===== src/rtl/flash_host_pkg.sv =====
/*
 * shared constants and types of the flash host controller: register map,
 * flash command bytes, pin timing and state encodings.
 * assumes a 20 MHz system clock and an asynchronous x16 parallel flash.
 */
package flash_host_pkg;
   // register byte offsets on the axi4-lite slave
   localparam logic [7:0] ADDR_CTRL = 8'h00;
   localparam logic [7:0] ADDR_FADDR = 8'h04;
   localparam logic [7:0] ADDR_WDATA = 8'h08;
   localparam logic [7:0] ADDR_STAT = 8'h0C;
   localparam logic [7:0] ADDR_RESULT = 8'h10;
   localparam logic [7:0] ADDR_FSTAT = 8'h14;
   // ctrl fields
   localparam int CTRL_OP_LSB = 0;
   localparam int CTRL_SUPPLY_BIT = 4;
   localparam logic [1:0] OP_NONE = 2'h0;
   localparam logic [1:0] OP_WRITE = 2'h1;
   localparam logic [1:0] OP_READ = 2'h2;
   localparam logic [1:0] OP_POLL = 2'h3;
   // stat fields
   localparam int STAT_BUSY_BIT = 0;
   localparam int STAT_REFUSED_BIT = 1;
   localparam int STAT_ID_MODE_BIT = 2;
   localparam int STAT_SR_MODE_BIT = 3;
   localparam int STAT_PIN_BIT = 4;
   localparam int FSTAT_IMPROPER_BIT = 8;
   // operation_status bit positions
   localparam int SR_READY_BIT = 7;
   localparam int SR_ERASE_ERR_BIT = 5;
   localparam int SR_PROG_ERR_BIT = 4;
   localparam int SR_RESERVED_BIT = 0;
   // flash command bytes; only clear-status is fixed, the others are plain defaults
   localparam logic [7:0] CMD_CLEAR_STATUS = 8'h50;
   localparam logic [7:0] CMD_READ_STATUS = 8'h70;
   localparam logic [7:0] CMD_READ_ID = 8'h90;
   localparam logic [7:0] CMD_READ_QUERY = 8'h98;
   localparam logic [7:0] QUERY_SIG_OFFSET = 8'h31;
   // pin timing
   localparam int CLK_PERIOD_NS = 50;
   localparam int T_ACC_NS = 150;
   localparam int T_WP_NS = 70;
   localparam int SYNC_CYC = 3;
   localparam logic [3:0] ACC_CYC = 4'((T_ACC_NS + CLK_PERIOD_NS - 1) / CLK_PERIOD_NS);
   localparam logic [3:0] WE_CYC = 4'((T_WP_NS + CLK_PERIOD_NS - 1) / CLK_PERIOD_NS);
   localparam logic [3:0] RD_CYC = 4'(ACC_CYC + 4'(SYNC_CYC));
   localparam logic [1:0] RESP_OKAY = 2'h0;
   localparam logic [1:0] RESP_SLVERR = 2'h2;

   typedef enum logic [3:0] {
      E_IDLE = 4'b0001,
      E_SETUP = 4'b0010,
      E_PULSE = 4'b0100,
      E_HOLD = 4'b1000
   } eng_state_t;

   typedef enum logic [1:0] {
      T_IDLE = 2'b01,
      T_RUN = 2'b10
   } top_state_t;
endpackage : flash_host_pkg


===== src/rtl/flash_cycle_if.sv =====
/*
 * carrier between the controller core and the pin cycle engine.
 * assumes both ends run on the same clock.
 */
interface flash_cycle_if;
   logic start;
   logic write;
   logic [23:0] addr;
   logic [15:0] wdata;
   logic done;
   logic [15:0] rdata;
   modport ctl(output start, output write, output addr, output wdata, input done, input rdata);
   modport eng(input start, input write, input addr, input wdata, output done, output rdata);
endinterface : flash_cycle_if


===== src/rtl/flash_cycle_engine.sv =====
/*
 * one asynchronous flash bus cycle per start: a command write or a read.
 * assumes start is offered only while done is low and the engine is idle.
 */
module flash_cycle_engine
   import flash_host_pkg::*;
(
   input wire logic clk,
   input wire logic reset,
   flash_cycle_if.eng cyc,
   output logic ce_n,
   output logic oe_n,
   output logic we_n,
   output logic [23:0] flash_addr,
   output logic [15:0] dq_o,
   output logic dq_oe,
   input wire logic [15:0] dq_i
);
   eng_state_t state_reg, state_next;
   logic [3:0] cnt_reg, cnt_next;
   logic wr_reg, wr_next;
   logic ce_n_reg, ce_n_next, oe_n_reg, oe_n_next, we_n_reg, we_n_next, dq_oe_reg, dq_oe_next;
   logic [23:0] addr_reg, addr_next;
   logic [15:0] dq_o_reg, dq_o_next, rdata_reg, rdata_next;
   logic done_reg, done_next;
   logic [15:0] s1_reg, s2_reg, s3_reg, filt_reg, filt_next;

   // a data bit is taken only once two late stages agree
   genvar b;
   generate
      for (b = 0; b < 16; b++) begin : g_sync
         always_comb begin
            filt_next[b] = (s2_reg[b] == s3_reg[b]) ? s3_reg[b] : filt_reg[b];
         end
      end
   endgenerate

   always_comb begin
      state_next = state_reg;
      cnt_next = cnt_reg;
      wr_next = wr_reg;
      ce_n_next = ce_n_reg;
      oe_n_next = oe_n_reg;
      we_n_next = we_n_reg;
      dq_oe_next = dq_oe_reg;
      addr_next = addr_reg;
      dq_o_next = dq_o_reg;
      rdata_next = rdata_reg;
      done_next = 1'b0;
      case (state_reg)
         E_IDLE: begin
            if (cyc.start) begin
               wr_next = cyc.write;
               addr_next = cyc.addr;
               dq_o_next = cyc.wdata;
               dq_oe_next = cyc.write;
               ce_n_next = 1'b0;
               state_next = E_SETUP;
            end
         end
         E_SETUP: begin
            cnt_next = 4'h1;
            if (wr_reg) begin
               we_n_next = 1'b0;
            end else begin
               oe_n_next = 1'b0; // falling oe latches fresh status
            end
            state_next = E_PULSE;
         end
         E_PULSE: begin
            cnt_next = cnt_reg + 4'h1;
            if (wr_reg ? (cnt_reg == WE_CYC) : (cnt_reg == RD_CYC)) begin
               if (!wr_reg) begin
                  rdata_next = filt_next;
               end
               we_n_next = 1'b1;
               oe_n_next = 1'b1; // oe released so the next read relatches
               state_next = E_HOLD;
            end
         end
         E_HOLD: begin
            ce_n_next = 1'b1;
            dq_oe_next = 1'b0;
            done_next = 1'b1;
            state_next = E_IDLE;
         end
         default: begin
            state_next = E_IDLE;
         end
      endcase
   end

   always_ff @(posedge clk) begin
      s1_reg <= dq_i;
      s2_reg <= s1_reg;
      s3_reg <= s2_reg;
      if (reset) begin
         state_reg <= E_IDLE;
         cnt_reg <= 4'h0;
         wr_reg <= 1'b0;
         ce_n_reg <= 1'b1;
         oe_n_reg <= 1'b1;
         we_n_reg <= 1'b1;
         dq_oe_reg <= 1'b0;
         addr_reg <= 24'h000000;
         dq_o_reg <= 16'h0000;
         rdata_reg <= 16'h0000;
         done_reg <= 1'b0;
         filt_reg <= 16'h0000;
      end else begin
         state_reg <= state_next;
         cnt_reg <= cnt_next;
         wr_reg <= wr_next;
         ce_n_reg <= ce_n_next;
         oe_n_reg <= oe_n_next;
         we_n_reg <= we_n_next;
         dq_oe_reg <= dq_oe_next;
         addr_reg <= addr_next;
         dq_o_reg <= dq_o_next;
         rdata_reg <= rdata_next;
         done_reg <= done_next;
         filt_reg <= filt_next;
      end
   end

   assign ce_n = ce_n_reg;
   assign oe_n = oe_n_reg;
   assign we_n = we_n_reg;
   assign dq_oe = dq_oe_reg;
   assign flash_addr = addr_reg;
   assign dq_o = dq_o_reg;
   assign cyc.done = done_reg;
   assign cyc.rdata = rdata_reg;
endmodule : flash_cycle_engine


===== src/rtl/flash_host_ctrl.sv =====
/*
 * host controller for an asynchronous parallel nor flash: software orders
 * command writes, reads and status polls over axi4-lite; identifier and
 * status read modes are tracked and the status byte is masked on the way in.
 * assumes the flash answers within the access time and one axi master.
 */
// What this block does
// - after identifier command every read gives identifier data until next command.
// - identifier command only while write engine idle or suspended.
// - after status command every read returns status until next command.
// - status latched on oe fall; host toggles oe before each fresh read.
// - host masks reserved status bit 0 when polling.
module flash_host_ctrl
   import flash_host_pkg::*;
(
   input wire logic clk,
   input wire logic reset,
   input wire logic [7:0] s_axi_awaddr,
   input wire logic s_axi_awvalid,
   output logic s_axi_awready,
   input wire logic [31:0] s_axi_wdata,
   input wire logic [3:0] s_axi_wstrb,
   input wire logic s_axi_wvalid,
   output logic s_axi_wready,
   output logic [1:0] s_axi_bresp,
   output logic s_axi_bvalid,
   input wire logic s_axi_bready,
   input wire logic [7:0] s_axi_araddr,
   input wire logic s_axi_arvalid,
   output logic s_axi_arready,
   output logic [31:0] s_axi_rdata,
   output logic [1:0] s_axi_rresp,
   output logic s_axi_rvalid,
   input wire logic s_axi_rready,
   output logic chip_enable_0_n,
   output logic chip_enable_1,
   output logic chip_enable_2,
   output logic oe_n,
   output logic we_n,
   output logic [23:0] flash_addr,
   output logic [15:0] dq_o,
   output logic dq_oe,
   input wire logic [15:0] dq_i,
   input wire logic ready_indicator_pin,
   output logic program_supply_enable
);
   flash_cycle_if cyc();

   top_state_t state_reg, state_next;
   logic [1:0] op_reg, op_next;
   logic start_reg, start_next;
   logic [23:0] faddr_reg, faddr_next;
   logic [15:0] wdata_reg, wdata_next, result_reg, result_next;
   logic [7:0] fstat_reg, fstat_next;
   logic supply_reg, supply_next, refused_reg, refused_next;
   logic id_mode_reg, id_mode_next, sr_mode_reg, sr_mode_next, busy_seen_reg, busy_seen_next;
   logic aw_got_reg, aw_got_next, w_got_reg, w_got_next, bvalid_reg, bvalid_next;
   logic awready_reg, awready_next, wready_reg, wready_next, strb_reg, strb_next;
   logic [7:0] awaddr_reg, awaddr_next;
   logic [31:0] wd_reg, wd_next, rdata_reg, rdata_next;
   logic [1:0] bresp_reg, bresp_next, rresp_reg, rresp_next;
   logic arready_reg, arready_next, rvalid_reg, rvalid_next;
   logic pin1_reg, pin2_reg, pin3_reg, pin_reg, pin_next;
   logic wr_fire, ar_fire, order, refuse;
   logic [1:0] new_op;
   logic [7:0] raw_sr;

   flash_cycle_engine u_engine (
      .clk(clk),
      .reset(reset),
      .cyc(cyc),
      .ce_n(chip_enable_0_n),
      .oe_n(oe_n),
      .we_n(we_n),
      .flash_addr(flash_addr),
      .dq_o(dq_o),
      .dq_oe(dq_oe),
      .dq_i(dq_i)
   );

   assign cyc.start = start_reg;
   assign cyc.write = (op_reg == OP_WRITE);
   assign cyc.addr = faddr_reg;
   assign cyc.wdata = wdata_reg;

   always_comb begin
      wr_fire = aw_got_reg && w_got_reg && !bvalid_reg;
      ar_fire = s_axi_arvalid && arready_reg;
      new_op = wd_reg[CTRL_OP_LSB +: 2];
      // strobes are kept from the data beat; the bus may change them once it is taken
      order = wr_fire && awaddr_reg == ADDR_CTRL && strb_reg && new_op != OP_NONE;
      // identifier and clear-status need an idle or suspended engine
      refuse = order && state_reg == T_IDLE && new_op == OP_WRITE && busy_seen_reg &&
               (wdata_reg[7:0] == CMD_READ_ID || wdata_reg[7:0] == CMD_CLEAR_STATUS);
      raw_sr = cyc.rdata[7:0];
      pin_next = (pin2_reg == pin3_reg) ? pin3_reg : pin_reg;
      aw_got_next = aw_got_reg;
      w_got_next = w_got_reg;
      awaddr_next = awaddr_reg;
      wd_next = wd_reg;
      strb_next = strb_reg;
      bvalid_next = bvalid_reg;
      bresp_next = bresp_reg;
      arready_next = arready_reg;
      rvalid_next = rvalid_reg;
      rdata_next = rdata_reg;
      rresp_next = rresp_reg;
      state_next = state_reg;
      op_next = op_reg;
      start_next = 1'b0;
      faddr_next = faddr_reg;
      wdata_next = wdata_reg;
      supply_next = supply_reg;
      result_next = result_reg;
      fstat_next = fstat_reg;
      id_mode_next = id_mode_reg;
      sr_mode_next = sr_mode_reg;
      busy_seen_next = busy_seen_reg;
      refused_next = refused_reg;
      if (s_axi_awvalid && !aw_got_reg && !bvalid_reg) begin
         aw_got_next = 1'b1;
         awaddr_next = s_axi_awaddr;
      end
      if (s_axi_wvalid && !w_got_reg && !bvalid_reg) begin
         w_got_next = 1'b1;
         wd_next = s_axi_wdata;
         strb_next = s_axi_wstrb != 4'h0;
      end
      if (bvalid_reg && s_axi_bready) begin
         bvalid_next = 1'b0;
      end
      if (wr_fire) begin
         aw_got_next = 1'b0;
         w_got_next = 1'b0;
         bvalid_next = 1'b1;
         bresp_next = RESP_OKAY;
         case (awaddr_reg)
            ADDR_CTRL: supply_next = wd_reg[CTRL_SUPPLY_BIT];
            ADDR_FADDR: faddr_next = wd_reg[23:0];
            ADDR_WDATA: wdata_next = wd_reg[15:0];
            ADDR_STAT: begin
               if (wd_reg[STAT_REFUSED_BIT]) begin
                  refused_next = 1'b0;
               end
            end
            ADDR_RESULT, ADDR_FSTAT: bresp_next = RESP_OKAY;
            default: bresp_next = RESP_SLVERR;
         endcase
      end
      if (refuse) begin
         refused_next = 1'b1; // set wins over a same-cycle clear
      end else if (order && state_reg == T_IDLE) begin
         op_next = new_op;
         start_next = 1'b1;
         state_next = T_RUN;
         if (new_op == OP_WRITE) begin
            // read mode persists until the next command byte
            id_mode_next = (wdata_reg[7:0] == CMD_READ_ID);
            sr_mode_next = (wdata_reg[7:0] == CMD_READ_STATUS);
         end
      end
      if (state_reg == T_RUN && cyc.done) begin
         state_next = T_IDLE;
         if (op_reg != OP_WRITE) begin
            result_next = id_mode_reg ? {8'h00, cyc.rdata[7:0]} : cyc.rdata;
            if (sr_mode_reg || op_reg == OP_POLL) begin
               busy_seen_next = !raw_sr[SR_READY_BIT];
               // while busy only the ready bit carries meaning; bit 0 always masked
               fstat_next = raw_sr[SR_READY_BIT] ? {raw_sr[7:1], 1'b0} : 8'h00;
            end
            if (op_reg == OP_POLL && !raw_sr[SR_READY_BIT]) begin
               start_next = 1'b1; // oe already toggled high, so this read relatches
               state_next = T_RUN;
            end
         end
      end
      if (rvalid_reg && s_axi_rready) begin
         rvalid_next = 1'b0;
         arready_next = 1'b1;
      end
      if (ar_fire) begin
         arready_next = 1'b0;
         rvalid_next = 1'b1;
         rresp_next = RESP_OKAY;
         case (s_axi_araddr)
            ADDR_CTRL: rdata_next = {27'h0, supply_reg, 2'h0, op_reg};
            ADDR_FADDR: rdata_next = {8'h00, faddr_reg};
            ADDR_WDATA: rdata_next = {16'h0000, wdata_reg};
            ADDR_STAT: rdata_next = {27'h0, pin_reg, sr_mode_reg, id_mode_reg, refused_reg, state_reg == T_RUN};
            ADDR_RESULT: rdata_next = {16'h0000, result_reg};
            ADDR_FSTAT: rdata_next = {23'h0, fstat_reg[SR_ERASE_ERR_BIT] && fstat_reg[SR_PROG_ERR_BIT],
                                      fstat_reg};
            default: begin
               rdata_next = 32'h0000_0000;
               rresp_next = RESP_SLVERR;
            end
         endcase
      end
      // readies come from flops that already hold next cycle's acceptance
      awready_next = !aw_got_next && !bvalid_next;
      wready_next = !w_got_next && !bvalid_next;
   end

   always_ff @(posedge clk) begin
      pin1_reg <= ready_indicator_pin;
      pin2_reg <= pin1_reg;
      pin3_reg <= pin2_reg;
      if (reset) begin
         state_reg <= T_IDLE;
         op_reg <= OP_NONE;
         start_reg <= 1'b0;
         faddr_reg <= 24'h000000;
         wdata_reg <= 16'h0000;
         result_reg <= 16'h0000;
         fstat_reg <= 8'h00;
         supply_reg <= 1'b0;
         refused_reg <= 1'b0;
         id_mode_reg <= 1'b0;
         sr_mode_reg <= 1'b0;
         busy_seen_reg <= 1'b0;
         aw_got_reg <= 1'b0;
         w_got_reg <= 1'b0;
         awaddr_reg <= 8'h00;
         wd_reg <= 32'h0000_0000;
         strb_reg <= 1'b0;
         awready_reg <= 1'b1;
         wready_reg <= 1'b1;
         bvalid_reg <= 1'b0;
         bresp_reg <= RESP_OKAY;
         arready_reg <= 1'b1;
         rvalid_reg <= 1'b0;
         rdata_reg <= 32'h0000_0000;
         rresp_reg <= RESP_OKAY;
         pin_reg <= 1'b0;
      end else begin
         state_reg <= state_next;
         op_reg <= op_next;
         start_reg <= start_next;
         faddr_reg <= faddr_next;
         wdata_reg <= wdata_next;
         result_reg <= result_next;
         fstat_reg <= fstat_next;
         supply_reg <= supply_next;
         refused_reg <= refused_next;
         id_mode_reg <= id_mode_next;
         sr_mode_reg <= sr_mode_next;
         busy_seen_reg <= busy_seen_next;
         aw_got_reg <= aw_got_next;
         w_got_reg <= w_got_next;
         awaddr_reg <= awaddr_next;
         wd_reg <= wd_next;
         strb_reg <= strb_next;
         awready_reg <= awready_next;
         wready_reg <= wready_next;
         bvalid_reg <= bvalid_next;
         bresp_reg <= bresp_next;
         arready_reg <= arready_next;
         rvalid_reg <= rvalid_next;
         rdata_reg <= rdata_next;
         rresp_reg <= rresp_next;
         pin_reg <= pin_next;
      end
   end

   // chip enables 1 and 2 are parked at their enabling level; only enable 0 strobes
   assign chip_enable_1 = 1'b0;
   assign chip_enable_2 = 1'b0;
   assign program_supply_enable = supply_reg;
   assign s_axi_awready = awready_reg;
   assign s_axi_wready = wready_reg;
   assign s_axi_bvalid = bvalid_reg;
   assign s_axi_bresp = bresp_reg;
   assign s_axi_arready = arready_reg;
   assign s_axi_rvalid = rvalid_reg;
   assign s_axi_rdata = rdata_reg;
   assign s_axi_rresp = rresp_reg;
endmodule : flash_host_ctrl


===== config.mk =====
export PLATFORM = sky130hd
export DESIGN_NAME = flash_host_ctrl
export DESIGN_NICKNAME = d
export VERILOG_FILES = /design/src/rtl/flash_host_pkg.sv /design/src/rtl/flash_cycle_if.sv /design/src/rtl/flash_cycle_engine.sv /design/src/rtl/flash_host_ctrl.sv
export SDC_FILE = /design/constraint.sdc
export NUM_CORES = 1
export LEC_CHECK = 0
export ABC_AREA = 0
export BUFFER_PORTS_ARGS = -buffer_cell sky130_fd_sc_hd__buf_2
export CORE_MARGIN = 1.5
export CORE_UTILIZATION = 40
export CTS_CLUSTER_DIAMETER = 50
export CTS_CLUSTER_SIZE = 30
export DETAILED_ROUTE_END_ITERATION = 8
export PLACE_DENSITY = 0.61
export SYNTH_ARGS = -nofsm -noshare
export SYNTH_HDL_FRONTEND = slang
export SYNTH_SLANG_ARGS = --single-unit

===== constraint.sdc =====
create_clock -name clk -period 2.7 [get_ports clk]
set_input_delay 0.27 -clock clk [delete_from_list [all_inputs] [get_ports clk]]
set_output_delay 0.27 -clock clk [all_outputs]
set_load 0.01 [all_outputs]

Word level (Yosys, flattened, before mapping)
Cells that the tools add are included.

storage, ports and cells
  latch bits = 0
  input bits = 76
  memories = 0
  bits in read-only memories = 0
  bits in writable memories = 0
  flip-flop bits (word level) = 288
  word-level logic and storage cells = 212

cells by class
  add/subtract/negate cells = 1
  reduce and logical (&&, ||, !) cells = 58
  bitwise operators = 2
  multiplexer cells = 60
  magnitude comparators = 0
  div/mod/pow operators = 0
  shift operators = 0
  multiply operators = 0
  equality and inequality tests = 47

operators with widths
  kind                                                                      count
  24-bit case mux with 6 select lines                                       1
  1-bit 2-to-1 mux                                                          42
  8-bit by 4-bit == test with 1-bit output (second input constant)          4
  8-bit by 5-bit == test with 1-bit output (second input constant)          4
  1-bit logical AND                                                         21
  2-bit AND reduction                                                       9
  3-bit AND reduction                                                       6
  1-bit == test                                                             17
  8-bit by 3-bit == test with 1-bit output (second input constant)          2
  8-bit by 7-bit == test with 1-bit output (second input constant)          2
  8-bit logical NOT                                                         2
  16-bit 2-to-1 mux                                                         1
  2-bit nonzero test                                                        8
  2-bit 2-to-1 mux                                                          7
  4-bit case mux with 3 select lines                                        1
  6-bit OR reduction                                                        2
  4-bit by 2-bit == test with 1-bit output (second input constant)          2
  4-bit by 3-bit == test with 1-bit output (second input constant)          2
  8-bit == test (second input constant)                                     1
  4-bit 2-to-1 mux                                                          2
  8-bit 2-to-1 mux                                                          1
  2-bit by 1-bit inequality test with 1-bit output (second input constant)  4
  1-bit case mux with 2 select lines                                        4
  4-bit case mux with 2 select lines                                        1
  other kinds (10)                                                          22

Logic depth before layout (Yosys ltp)
  depth in word-level cells = 13
  mapped depth = 8

Modules after synthesis
From an unflattened synthesis, not the netlist that was laid out.

unflattened totals
  cells, all modules = 1110
  area total of the unflattened synthesis = 10035.9 um^2

modules (own cells, without submodules)
  module              times used  cells each  seq. area each (um^2)  area an instance (um^2)
  flash_host_ctrl     1           681         2862.7                 5684.2
  flash_cycle_engine  1           429         2682.6                 4351.7

Least setup slack after synthesis
Ideal clock, no wire load.

  path kind = reg-to-reg
  from = register awaddr_reg[0]
  to = register wdata_reg[15], in the netlist cyc.wdata[15]
  path buffers = 2
  period minus slack after synthesis = 2180 ps
  data required time = 2572 ps
  data arrival time = 2053 ps
  setup time = 128 ps
  cell stages (with the launch flop) = 8
  slack = 520 ps
  path through = dfxtp_1 > or4_4 > or4_4 > nor3b_2 > buf_6 > buf_12 > mux2i_1 > nor2_1

on the way
  word-level cells in the longest chain between the ends = 2

RTL lines
  element                                   RTL line                RTL
  start, declared                           flash_host_ctrl.sv:59   logic [7:0] awaddr_reg, awaddr_next;
  start signal, assigned                    flash_host_ctrl.sv:250  awaddr_reg <= awaddr_next;
  8-bit by 4-bit == test with 1-bit output  flash_host_ctrl.sv:137  case (awaddr_reg)
  2-bit AND reduction (no source line)      n/a
  end signal, assigned                      flash_host_ctrl.sv:240  wdata_reg <= wdata_next;
  end, declared                             flash_host_ctrl.sv:53   logic [15:0] wdata_reg, wdata_next, result_reg, result_next;

Every way passes these cells.
A chain may end at the register's enable or synchronous reset.

Final worst setup path
  from = register awaddr_reg[0]
  to = register wdata_reg[4], in the netlist cyc.wdata[4]

The elaborated chain is that of the path after synthesis.

==> impl_metrics.yaml <==
synth:
  synth_area_leaders: "dfxtp_1 57%, nand2_1 9.8%, a21oi_1 7.7%, mux2i_1 3.5%, nor2_1 3.1%"
  synth_edf_count: 0
  yosysWarningCount: 0
  synthesis.area_um2: 9700
  netlist-cell-type-count: 61
  yosys.area.top_type: "dfxtp_1"
  synthCells: 1075
  async_reset_ff_frac: 0
  synth_ff_type: "dfxtp_1"
  yosysSeqAreaShare: 0.572
  synth_top_area_frac: 0.572
  synth-seq-cells: 277
  avgSynthCellArea_um2: 9.03
sta:
  worst_slew_pin_slew_ns: 1.01
  setup_tns_ns: 0
  fmax_ghz: 0.440
  period_share: 0.841
  layout_setup_ws_ns: 0.429
  rsz0062_at_grt: "no"
  finalSetupViolations: 0
  slew_headroom: 0.327
  skew_ns: 0.0137
  final-hold-violation-count: 0
  slew_viol_final: 0
  period_needed_ns: 2.27
die:
  coreArea_um2: 23600
  dieHeight_um: 159
  die_area_um2: 25200
  num_rows: 56
  io_pins: 164
  die_x_um: 159
  initial_core_util: 0.411
min_path:
  hp-start: "s_axi_wstrb[2]"
  hold_depth: 3
  hp-class: "input port to flop"
  whs_endpoint: "strb_reg$_SDFFE_PP0P_"
job:
  drv_cap: 0
pwr:
  p_leak_nw: 4.63
  ir_worst_vdd_mv: 0.439
  powerDensity_nw_per_um2: 709
detailed_routing:
  drc: 0
  post_drt_wl_per_cell_um: 14.8
  drtIter0Drc: 498
  wirelength_mm: 23.7
  vias: 7941
  first_pass_iters: 5
  viasPerCell: 4.98
  ant_nets: 0
worst_setup_path:
  crit_arrival_ns: 2.68
  critPathLaunch: "awaddr_reg[0]$_SDFFE_PP0P_"
  timing.rr.end: "cyc.wdata[4]$_SDFFE_PP0P_"
  crit_path_end_kind: "flop"
  reg2reg_from: "awaddr_reg[0]$_SDFFE_PP0P_"
  rr_worst_depth: 6
  cp.required_ns: 3.11
  crit_type: "flop to flop"
  startpoint_type: "flop"
  r2r_slack_ns: 0.43
  cp_max_fo: 16
final_layout:
  fillers: 2219
  final_common_cell: "dfxtp_1"
  drive_gt1_frac: 0.182
  area_growth_pct: 25.2
  final_cell_mix: "277 x dfxtp_1, 253 x nand2_1, 149 x a21oi_1, 142 x buf_2, 80 x nor2_1"
  antenna_cells: 0
  finish.net_count: 1331
placement:
  io_buffers: 143
  gp_congestion: 0.780
  place_hpwl_mm: 15.7
  preCtsSetupSlack_ns: 0.444
cts:
  cts.sinks: 277
  cts_buffer_depth: 3
  post_cts_buffers: 0
  clock_latency_ns: 0.55
  numCtsBuffers: 29
  root_buffer: "clkbuf_16"
  clk_pin_slew_ns: 0.07
  cts_tree: "done"
  h-tree-depth: 1
global_route:
  grt_pass1_wl_mm: 38.6
  grt_pass1_vias: 7580
  grt_max_degree: 66
  grt_overflow: 0
  grt_usage: 0.186
  antenna_found_initial: 0
run_status:
  status: "completed"
[worst max-delay path, cell delays in order (launching register included)]
cell and delay [ns]:
dfxtp_1 0.31, or4_4 0.56, or4_4 0.54, nor3b_4 0.25, buf_12 0.21, mux2i_1 0.20, nor2_1 0.05
[worst max-delay path by stage]
stage	slack, ns	to
final	0.43	cyc.wdata[4]$_SDFFE_PP0P_
after global routing	0.33	cyc.addr[19]$_SDFFE_PP0P_
after CTS	0.42	cyc.wdata[4]$_SDFFE_PP0P_
after detailed placement	0.44	cyc.wdata[4]$_SDFFE_PP0P_
after global placement	0.46	cyc.wdata[11]$_SDFFE_PP0P_
after floorplan	0.52	cyc.wdata[15]$_SDFFE_PP0P_
[cells by family (layout without fill, tap and decap cells)]
| group | after synthesis | count (layout) | share of synthesized area |
|---|---|---|---|
| AOI/OAI and AO/OA | 252 | 252 | 0.153 |
| xor gates and xnor gates | 3 | 3 | 0.00271 |
| adders and majority gates | 2 | 2 | 0.00258 |
| buffers and inverters | 84 | 274 | 0.0406 |
| DFF | 277 | 277 | 0.572 |
| muxes | 37 | 37 | 0.0409 |
| other | 1 | 12 | 0.000386 |
| and+or+nand+nor | 419 | 419 | 0.188 |
[synth_stat cells, drive strengths merged, types with 2 or more instances]
| cell | number |
|---|---|
| a211o | 2 |
| a211oi | 5 |
| dfxtp | 277 |
| a2111oi | 2 |
| o22ai | 7 |
| a21oi | 149 |
| nand2 | 253 |
| xor2 | 2 |
| nor2 | 81 |
| a22oi | 21 |
| a311oi | 16 |
| nor4 | 7 |
| and2 | 7 |
| a22o | 7 |
| clkbuf | 55 |
| o21ai | 32 |
| inv | 5 |
| nand3 | 12 |
| nor3b | 3 |
| mux2i | 34 |
| nand2b | 9 |
| nor3 | 11 |
| ha | 2 |
| nand3b | 13 |
| buf | 23 |
| or2 | 4 |
| nand4b | 2 |
| mux4 | 2 |
| nor4b | 2 |
| or4 | 4 |
| nor2b | 6 |
[routing by layer]
metal  global-route usage  routed length, um
met3               0.0358               1390
met1                0.245              10900
met4               0.0580                520
met5                    0                  0
met2                0.309              10900
[stage by stage]
stage,instance area (um^2),util,hold slack [ns],cells,total power (W)
global route,12100,0.514,0.0405,1595,0.00895
CTS,12100,0.514,0.0279,1595,0.00872
finish,12100,0.514,0.0517,1595,0.00861
floorplan,9740,-,0.298,1086,0.00456
detailed placement,10700,0.452,0.312,1491,0.00469
global placement,10700,0.452,0.311,1491,0.00468
[report_power, final]
part	switching [W]	internal [W]	total, W	leakage, nW
sequential	0.0000607	0.00419	0.00425	2.26
clock	0.00186	0.00210	0.00396	0.477
combinational	0.000225	0.000172	0.000397	1.89
total	0.00214	0.00647	0.00861	4.63
[layout make-up]
type / instances / area [um^2] / area share
Sequential cell: 277 / 5550 / 0.457
Clock buffer: 30 / 729 / 0.0601
Tap cell: 319 / 399 / 0.0329
Timing Repair Buffer: 214 / 1390 / 0.115
Multi-Input combinational cell: 725 / 3810 / 0.314
Clock inverter: 24 / 243 / 0.0200
Inverter: 6 / 22.5 / 0.00185
[what timing repair did]
action / 4_1_cts / 5_1_grt
gates resized for setup: 0 / 0
hold buffers: 50 / 0
endpoints found under the hold margin: 50 / 0
Power figures use the tool's default switching activity.
